===== src/common/scf_consts.vh =====
// constants for the command framing engine
`ifndef SCF_CONSTS_VH
`define SCF_CONSTS_VH

`define SCF_CMD_START    8'h66
`define SCF_CMD_WRMEM    8'h96
`define SCF_CMD_RDMEM    8'h44
`define SCF_CMD_AUTH     8'ha5
`define SCF_CMD_STATUS   8'haa
`define SCF_CMD_PROT     8'hc3
`define SCF_CMD_DECR     8'hc9
`define SCF_CMD_DISABLE  8'h33
`define SCF_CMD_RNG      8'hd2
`define SCF_CMD_KEYGEN   8'hcb

`define SCF_RELEASE_DEF  8'haa
`define SCF_MAX_LEN_DEF  8'h40

`define SCF_CRC_POLY     16'ha001
`define SCF_CRC_INIT     16'h0000
`define SCF_CRC_ONES     16'hffff

`define SCF_SEL_WR       0
`define SCF_SEL_RD       1
`define SCF_SEL_AUTH     2
`define SCF_SEL_OTHER    3

`endif


===== src/hw/scf_crc16.v =====
// byte-wide crc-16, lsb first, reflected polynomial
`timescale 1ns/1ps
`include "scf_consts.vh"

module scf_crc16 (
  input  wire        clk_sys,
  input  wire        rst,
  input  wire        init,
  input  wire        en,
  input  wire [7:0]  din,
  output wire [15:0] crc
);

  reg [15:0] crc_r;

  function [15:0] crc_byte;
    input [15:0] c;
    input [7:0]  d;
    integer i;
    reg [15:0] t;
    begin
      t = c ^ {8'h00, d};
      for (i = 0; i < 8; i = i + 1) begin
        if (t[0])
          t = (t >> 1) ^ `SCF_CRC_POLY;
        else
          t = t >> 1;
      end
      crc_byte = t;
    end
  endfunction

  // ------------------------------------------------------------
  // register
  // ------------------------------------------------------------
  always @(posedge clk_sys) begin
    if (rst || init) begin
      crc_r <= `SCF_CRC_INIT;
    end else if (en) begin
      crc_r <= crc_byte(crc_r, din);
    end
  end

  assign crc = crc_r;

endmodule


===== src/hw/scf_framer.v =====
// device side command framing engine for a secure authenticator
//
// How it works
// - function commands accepted only after bus reset and rom select
// - command crc-16 follows code and parameters, checked before release
// - after delay master sends dummy; device returns length, then result if length is nonzero
// - result data bytes follow only as the length byte indicates
// - response ends with crc-16 over all bytes sent after dummy
// - decoder recognises write, read, authenticate and other codes
// - length counts code plus parameters; response uses same format
`timescale 1ns/1ps
`include "scf_consts.vh"

module scf_framer #(
  parameter [7:0] RELEASE_CODE = `SCF_RELEASE_DEF,
  parameter [7:0] MAX_LEN      = `SCF_MAX_LEN_DEF
) (
  input  wire       clk_sys,
  input  wire       rst,
  input  wire       bus_reset,
  input  wire       rom_sel_ok,
  input  wire       rx_valid,
  input  wire [7:0] rx_data,
  output wire       tx_valid,
  output reg  [7:0] tx_data,
  input  wire       tx_take,
  output reg        cmd_go,
  output reg  [7:0] cmd_code,
  output reg  [3:0] cmd_sel,
  output reg        param_valid,
  output reg  [7:0] param_data,
  output reg  [7:0] param_idx,
  input  wire       exec_done,
  input  wire [7:0] res_len,
  input  wire [7:0] res_byte,
  input  wire       res_data_valid,
  input  wire [7:0] res_data,
  output wire       res_data_take,
  output wire       high_current_pull_phase,
  output reg        frame_err
);

  // ------------------------------------------------------------
  // states
  // ------------------------------------------------------------
  localparam [15:0] S_WRST  = 16'h0001;
  localparam [15:0] S_WROM  = 16'h0002;
  localparam [15:0] S_START = 16'h0004;
  localparam [15:0] S_LEN   = 16'h0008;
  localparam [15:0] S_CODE  = 16'h0010;
  localparam [15:0] S_PARM  = 16'h0020;
  localparam [15:0] S_CRCL  = 16'h0040;
  localparam [15:0] S_CRCH  = 16'h0080;
  localparam [15:0] S_REL   = 16'h0100;
  localparam [15:0] S_EXEC  = 16'h0200;
  localparam [15:0] S_DUMMY = 16'h0400;
  localparam [15:0] S_RLEN  = 16'h0800;
  localparam [15:0] S_RRES  = 16'h1000;
  localparam [15:0] S_RDATA = 16'h2000;
  localparam [15:0] S_RCRCL = 16'h4000;
  localparam [15:0] S_RCRCH = 16'h8000;

  reg [15:0] state_r;
  reg [7:0]  cnt_r;
  reg [7:0]  crc_lo_r;
  reg [7:0]  rlen_r;
  reg [7:0]  rres_r;
  reg        crc_init;
  reg        crc_en;
  reg [7:0]  crc_din;
  wire [15:0] crc_val;
  wire [15:0] crc_inv;

  function [3:0] decode_sel;
    input [7:0] code;
    begin
      decode_sel = 4'h0;
      case (code)
        `SCF_CMD_WRMEM:   decode_sel[`SCF_SEL_WR]    = 1'b1;
        `SCF_CMD_RDMEM:   decode_sel[`SCF_SEL_RD]    = 1'b1;
        `SCF_CMD_AUTH:    decode_sel[`SCF_SEL_AUTH]  = 1'b1;
        `SCF_CMD_STATUS,
        `SCF_CMD_PROT,
        `SCF_CMD_DECR,
        `SCF_CMD_DISABLE,
        `SCF_CMD_RNG,
        `SCF_CMD_KEYGEN:  decode_sel[`SCF_SEL_OTHER] = 1'b1;
        default:          decode_sel = 4'h0;
      endcase
    end
  endfunction

  // crc engine shared by command and response phases
  // crc polynomial
  scf_crc16 u_crc (
    .clk_sys (clk_sys),
    .rst     (rst),
    .init    (crc_init),
    .en      (crc_en),
    .din     (crc_din),
    .crc     (crc_val)
  );

  assign crc_inv = crc_val ^ `SCF_CRC_ONES;

  assign high_current_pull_phase = (state_r == S_EXEC);
  assign tx_valid = (state_r == S_RLEN) || (state_r == S_RRES) ||
                    ((state_r == S_RDATA) && res_data_valid) ||
                    (state_r == S_RCRCL) || (state_r == S_RCRCH);
  assign res_data_take = (state_r == S_RDATA) && tx_take && res_data_valid;

  // ------------------------------------------------------------
  // crc feed
  // ------------------------------------------------------------
  always @* begin
    crc_init = 1'b0;
    crc_en   = 1'b0;
    crc_din  = rx_data;
    case (state_r)
      S_START: crc_init = rx_valid;
      S_LEN, S_CODE, S_PARM: crc_en = rx_valid;
      S_DUMMY: crc_init = rx_valid;
      S_RLEN, S_RRES: begin
        crc_en  = tx_take;
        crc_din = tx_data;
      end
      S_RDATA: begin
        crc_en  = tx_take && res_data_valid;
        crc_din = res_data;
      end
      default: crc_en = 1'b0;
    endcase
  end

  // tx data is registered for all but pass-through result data
  always @* begin
    tx_data = 8'h00;
    case (state_r)
      S_RLEN:  tx_data = rlen_r;
      S_RRES:  tx_data = rres_r;
      S_RDATA: tx_data = res_data;
      // crc sent inverted, low byte first
      S_RCRCL: tx_data = crc_inv[7:0];
      S_RCRCH: tx_data = crc_inv[15:8];
      default: tx_data = 8'h00;
    endcase
  end

  // ------------------------------------------------------------
  // frame sequencer
  // ------------------------------------------------------------
  always @(posedge clk_sys) begin
    if (rst) begin
      state_r     <= S_WRST;
      cnt_r       <= 8'h00;
      crc_lo_r    <= 8'h00;
      rlen_r      <= 8'h00;
      rres_r      <= 8'h00;
      cmd_go      <= 1'b0;
      cmd_code    <= 8'h00;
      cmd_sel     <= 4'h0;
      param_valid <= 1'b0;
      param_data  <= 8'h00;
      param_idx   <= 8'h00;
      frame_err   <= 1'b0;
    end else begin
      cmd_go      <= 1'b0;
      param_valid <= 1'b0;
      frame_err   <= 1'b0;
      if (bus_reset) begin
        state_r <= S_WROM;
      end else begin
        case (state_r)
          S_WRST: state_r <= S_WRST;
          S_WROM: begin
            if (rom_sel_ok)
              state_r <= S_START;
          end
          S_START: begin
            // only start code opens a frame
            if (rx_valid) begin
              if (rx_data == `SCF_CMD_START) begin
                state_r <= S_LEN;
              end else begin
                state_r   <= S_WRST;
                frame_err <= 1'b1;
              end
            end
          end
          S_LEN: begin
            if (rx_valid) begin
              if (rx_data == 8'h00 || rx_data > MAX_LEN) begin
                state_r   <= S_WRST;
                frame_err <= 1'b1;
              end else begin
                cnt_r   <= rx_data - 8'h01;
                state_r <= S_CODE;
              end
            end
          end
          S_CODE: begin
            if (rx_valid) begin
              cmd_code  <= rx_data;
              cmd_sel   <= decode_sel(rx_data);
              param_idx <= 8'h00;
              if (decode_sel(rx_data) == 4'h0) begin
                state_r   <= S_WRST;
                frame_err <= 1'b1;
              end else if (cnt_r == 8'h00) begin
                state_r <= S_CRCL;
              end else begin
                state_r <= S_PARM;
              end
            end
          end
          S_PARM: begin
            if (rx_valid) begin
              param_valid <= 1'b1;
              param_data  <= rx_data;
              if (param_valid)
                param_idx <= param_idx + 8'h01;
              cnt_r <= cnt_r - 8'h01;
              if (cnt_r == 8'h01)
                state_r <= S_CRCL;
            end else if (param_valid) begin
              param_idx <= param_idx + 8'h01;
            end
          end
          S_CRCL: begin
            if (param_valid)
              param_idx <= param_idx + 8'h01;
            if (rx_valid) begin
              crc_lo_r <= rx_data;
              state_r  <= S_CRCH;
            end
          end
          S_CRCH: begin
            if (rx_valid) begin
              if ({rx_data, crc_lo_r} == crc_inv) begin
                state_r <= S_REL;
              end else begin
                state_r   <= S_WRST;
                frame_err <= 1'b1;
              end
            end
          end
          S_REL: begin
            if (rx_valid) begin
              if (rx_data == RELEASE_CODE) begin
                cmd_go  <= 1'b1;
                state_r <= S_EXEC;
              end else begin
                state_r   <= S_WRST;
                frame_err <= 1'b1;
              end
            end
          end
          S_EXEC: begin
            if (exec_done) begin
              rlen_r  <= res_len;
              rres_r  <= res_byte;
              state_r <= S_DUMMY;
            end
          end
          S_DUMMY: begin
            if (rx_valid)
              state_r <= S_RLEN;
          end
          S_RLEN: begin
            if (tx_take) begin
              cnt_r   <= (rlen_r == 8'h00) ? 8'h00 : rlen_r - 8'h01;
              state_r <= (rlen_r == 8'h00) ? S_RCRCL : S_RRES;
            end
          end
          S_RRES: begin
            // data only if length says so
            if (tx_take)
              state_r <= (cnt_r == 8'h00) ? S_RCRCL : S_RDATA;
          end
          S_RDATA: begin
            if (tx_take && res_data_valid) begin
              cnt_r <= cnt_r - 8'h01;
              if (cnt_r == 8'h01)
                state_r <= S_RCRCL;
            end
          end
          S_RCRCL: begin
            if (tx_take)
              state_r <= S_RCRCH;
          end
          S_RCRCH: begin
            if (tx_take)
              state_r <= S_WRST;
          end
          default: state_r <= S_WRST;
        endcase
      end
    end
  end

endmodule


===== config.mk =====
export PLATFORM = sky130hd
export DESIGN_NAME = scf_framer
export DESIGN_NICKNAME = d
export VERILOG_FILES = /design/src/hw/scf_crc16.v /design/src/hw/scf_framer.v
export VERILOG_INCLUDE_DIRS = /design/src /design/src/common
export SDC_FILE = /design/constraint.sdc
export NUM_CORES = 1
export LEC_CHECK = 0
export BUFFER_PORTS_ARGS = -buffer_cell sky130_fd_sc_hd__buf_2
export CORE_MARGIN = 2
export CORE_UTILIZATION = 45
export CTS_CLUSTER_DIAMETER = 60
export DETAILED_ROUTE_END_ITERATION = 8
export GPL_TIMING_DRIVEN = 0
export PLACE_DENSITY = 0.61
export RECOVER_POWER = 100
export SETUP_SLACK_MARGIN = 0.4
export SYNTH_ARGS = -nofsm -noshare
export SYNTH_HDL_FRONTEND = slang
export SYNTH_SLANG_ARGS = --single-unit

===== constraint.sdc =====
create_clock -name clk_sys -period 3.8 [get_ports clk_sys]
set_clock_uncertainty 0.15 [all_clocks]
set_input_delay 0.76 -clock clk_sys [delete_from_list [all_inputs] [get_ports clk_sys]]
set_output_delay 0.76 -clock clk_sys [all_outputs]
set_load 0.01 [all_outputs]

[Word-level counts from Yosys, hierarchy flattened]
Cells that the tools add are included.
Word-level totals
  register bits after elaboration: 95
  latch bits: 0
  RAM bits: 0
  ROM bits: 0
  input bits: 40
  output and inout bits: 42
  memories kept: 0
Operators by class
  add/subtract/negate cells: 4
  multiply operators: 0
  div/mod/pow operators: 0
  order comparisons: 1
  eq/ne operators: 63
  shift operators: 0
  muxes and demuxes: 96
  bitwise logic cells: 14
  reductions and logical operators: 32
Operators with widths (count)
  $mux 16: 39
  $pmux 16 s15: 1
  $mux 8: 8
  $eq 8x8->1 const B: 7
  $ne 3x3->1 const B: 15
  $pmux 8 s5: 1
  $reduce_and 17->1: 2
  $mux 1: 33
  $ne 2x2->1 const B: 16
  $pmux 8 s2: 2
  $pmux 8 s4: 1
  $mux 15: 2
  $logic_not 8->1: 3
  $not 2->3: 8
  $sub 8x1->8 const B: 3
  $eq 16x10->1 const B: 1
  $eq 16x11->1 const B: 1
  $eq 16x12->1 const B: 1
  $eq 16x13->1 const B: 1
  $eq 16x14->1 const B: 1
  $eq 16x15->1 const B: 1
  $eq 16x16->1: 1
  $eq 16x16->1 const B: 1
  $eq 16x2->1 const B: 1
  37 further kinds: 60

[Logic depth before layout (Yosys ltp)]
  word-level depth: 34
  depth in mapped cells: 13
  mapped depth without buffers: 11

[Cells and area by module]
Synthesis repeated with hierarchy kept, for this count alone.
Unflattened totals
  cell total of the unflattened synthesis: 721
  area, all modules: 5803.1 um^2
By module, submodules not included
  scf_framer: times used 1, cells an instance 643, area an instance 5039.8 um^2, sequential area each 1581.5 um^2
  scf_crc16: times used 1, cells an instance 78, area an instance 763.2 um^2, sequential area each 320.3 um^2

[Worst setup path after synthesis]
OpenSTA, ideal clock, no wires.
  kind: register -> register
  from: register state_r[12]
  to: register state_r[11]
  setup time: 0.128 ns
  data arrival time: 3.088 ns
  data required time: 3.522 ns
  path slack: 0.435 ns
  stages on the path, launching flop included: 13
  path buffers: 4
  period minus slack after synthesis: 3.365 ns
  cells stage by stage: dfxtp_1 buf_2 or4_1 buf_2 or4_1 buf_2 or4b_2 nand2_1 a2111oi_1 o221ai_2 buf_6 mux2i_1 nor2_1
On the way
  word-level cells in the longest chain between the ends: 3
Ends and longest elaborated chain
  start, declared: RTL line scf_framer.v:63  | reg [15:0] state_r;
  start signal, assigned: RTL line scf_framer.v:272  | state_r <= (rlen_r == 8'h00) ? S_RCRCL : S_RRES;
  start signal, assigned: RTL line scf_framer.v:278  | state_r <= (cnt_r == 8'h00) ? S_RCRCL : S_RDATA;
  $eq 16x6->1 (tied with other cells): RTL line scf_framer.v:173  | case (state_r)
  $ne 2x2->1 (no source line) or $ne 2x1->1 (tied branches)
  $reduce_and 17->1 (no source line)
Several ways; a longest one is shown, not always the timed one.
A chain may end at the register's enable or synchronous reset.

[Worst setup path in the final report]
  from: register state_r[12]
  to: register state_r[7]
Same word-level chain as after synthesis.

==> run summary <==
CP Max Fanout = 8
clock power share = 41.9%
gpl congestion = 0.955
r2r worst-path depth = 11
area leader, netlist = dfxtp_1
Tot GR Track Use = 28.4%
Synth-to-Final Area Change = 28.8%
final hold violation count = 0
GRT met1 Usage = 37.0%
via/cell ratio = 5.73
RSZ-0062 raised after global routing = yes
maximum vdd drop = 0.000250 V
cts bufs inserted = 9
Slew Viols, Final = 0
CTS root buf = clkbuf_16
Post-synth EDFFs = 0
Crit. End Element = register
Sequential Power Share = 47.3%
Longest Clk Path Bufs = 2
GRT Max-Usage Layer = met2
Rows = 40
total power = 0.00211 W
Yosys top cell area share = 33.8%
post-route ant nets = 0
pwr/cell area = 291 mW/mm2
Die Span Y = 116 um
CTS tree = done
critical setup path kind = register to register
die area = 0.0134 mm2
Reg clk slew, reported paths = 0.07 ns
GRT met3 Usage = 4.71%
Yosys cell types = 64
worst endpoint required time = 3.87 ns
total number of vias = 5,789
clock latency on the worst-skew pair = 0.35 ns
Starting Density = 46.5%
WP data arrival = 3.64 ns
Sw Share = 25.6%
Yosys warning total = 0
Core Area = 0.0121 mm2
MaxCap Viol Count = 0
Startpoint Class = register
final design utilization = 59.9%
vias in the first global route = 5,591
Hold Crit Class = register to register
Pre-antenna DRT Iters = 4
Filler Cells Inserted = 1,143
antenna cells = 0
die width = 116 um
status = finished clean
Relative slew margins = 44.0%
port buffer count = 80
DRT iter0 DRCs = 319
min Tclk post-route = 3.58 ns
Seq/Total Area, Yosys = 33.8%
H-tree levels = 3
I/O pin count = 82
hold slack = 0.304 ns
FMAX = 280 MHz
Int Pwr = 0.00157 W
layout net count = 889
largest net degree at the start of global routing = 17
layout cells sized above 1 = 21.2%
Leak Pwr = 2.87 nW
Tcrit/Tclk final = 94.1%
Mapped Cells = 699
# hold bufs at CTS = 0
async set or reset register ratio after synthesis = 0%
CTS sink cnt = 95
Synth Register Bits = 95
WL final = 18,800 um
Area contributors post-synth = dfxtp_1, nand2_1, a21oi_1, nor2_1, xor2_1
initial antenna violation count = 0
met2 usage = 45.5%
syn_nets = 750
Gate power share = 10.8%
Worst-Margin Slew = 0.833 ns
hpwl dp = 13,500 um
GRT overflow = 0
Primary FF master, synth = dfxtp_1
first-pass GRT wire length = 29,200 um
Psw = 0.000540 W
final setup vio count = 0
number of cells on the worst hold path = 2
syn avg cell area = 8.05 um2
Post-Syn Area = 0.00563 mm2
WL/cell = 18.6 um
DRC viols = 0
[per-layer routing]
| layer | routed length [um] | part of all wire, % |
|---|---|---|
| met1 | 8420 | 45 |
| met2 | 8590 | 46 |
| met3 | 1110 | 5.9 |
| met4 | 710 | 3.8 |
| met5 | 0 | 0 |
[worst max-delay path, cell delays in order (launching register included)]
cell	delay [ns]
dfxtp_2	0.32
buf_6	0.11
or4_4	0.52
buf_6	0.15
or4_4	0.52
nor4b_1	0.64
nor2b_1	0.33
a2111oi_1	0.12
o221ai_4	0.13
buf_6	0.19
mux2i_1	0.19
nor2_1	0.05
[through the flow]
step	area (um2)	instances	setup TNS, ns	setup slack, ns
floorplan	5630	699	0	0.435
global placement	6240	947	-0.206	-0.0881
detailed placement	6240	947	-0.280	-0.129
CTS	7120	997	0	0.342
global route	7250	1011	0	0.0907
finish	7250	1011	0	0.224
[cell type report]
class | instances | area [um2] | share of cell area (%)
sequential | 95 | 1910 | 26.4
clock buffer | 11 | 243 | 3.35
multi-input combinational | 555 | 3810 | 52.6
tap | 168 | 210 | 2.90
buffer | 42 | 243 | 3.35
inverter | 7 | 31.3 | 0.431
timing repair buffer | 128 | 757 | 10.4
clock inverter | 5 | 41.3 | 0.570
[registers in the layout, indices dropped and copies added, names as in the netlist]
register / cells
rlen_r: 8
param_valid: 1
param_data: 8
crc_lo_r: 8
frame_err: 1
u_crc.crc: 16
param_idx: 8
cmd_go: 1
rres_r: 8
state_r: 16
cnt_r: 8
cmd_sel: 4
cmd_code: 8
[cells by family after synthesis]
family	count (synthesis)	synth area share, %
AND/OR/NAND/NOR	326	29.8
flip-flops	95	33.8
multiplexers	23	4.09
buffers and inverters	49	3.93
AO/OA/AOI/OAI	133	15.5
XOR/XNOR	62	10.4
adder cells (fa/ha/maj)	11	2.45
[power by group through the flow]
stage	Combinational (W)	Clock [W]	Sequential, W
after detailed placement	0.000178	0	0.00102
after floorplan	0.000117	0	0.00102
after CTS	0.000220	0.000896	0.000999
after global placement	0.000176	0	0.00102
after global routing	0.000244	0.000934	0.000998
final	0.000227	0.000884	0.000998
[final timing paths]
check | startpoint | endpoint | slack (ns)
setup / recovery | state_r[12] | state_r[7] | 0.22
hold / removal | param_data[7] | param_data[7] | 0.30
setup reg to reg | state_r[12] | state_r[7] | 0.22
hold reg to reg | param_data[7] | param_data[7] | 0.30
[cells in the final DEF (no fill, tap or decap), drive strengths merged, types with 10 or more instances in the layout]
master and n:
nor3 19, clkbuf 84, nor2 77, o21ai 10, xnor2 28, nor2b 11, nand2 110, a21oi 60
a211oi 10, mux2i 23, nor4 16, xor2 31, buf 96, dfxtp 95, ha 11, nand3 16
nand4 11
[cells in the mapped netlist (9+ instances only)]
| library cell | n |
|---|---|
| xor2_1 | 31 |
| a211oi_1 | 10 |
| xnor2_1 | 28 |
| nand3_1 | 16 |
| nand2_1 | 110 |
| nor2b_1 | 11 |
| ha_1 | 11 |
| o22ai_1 | 9 |
| nor2_1 | 76 |
| nor4_1 | 13 |
| clkbuf_1 | 26 |
| nor3_1 | 19 |
| nand4_1 | 11 |
| o21ai_0 | 9 |
| nor4b_1 | 9 |
| mux2i_1 | 23 |
| a21oi_1 | 59 |
| dfxtp_1 | 95 |
[repair_timing]
item,CTS,global route
setup buffers,31,13
endpoints found under the setup margin,63,65
pin swaps,29,17
gates resized for setup,66,52
gates cloned,3,1
endpoints found under the hold margin,0,0
Power figures use the tool's default switching activity.
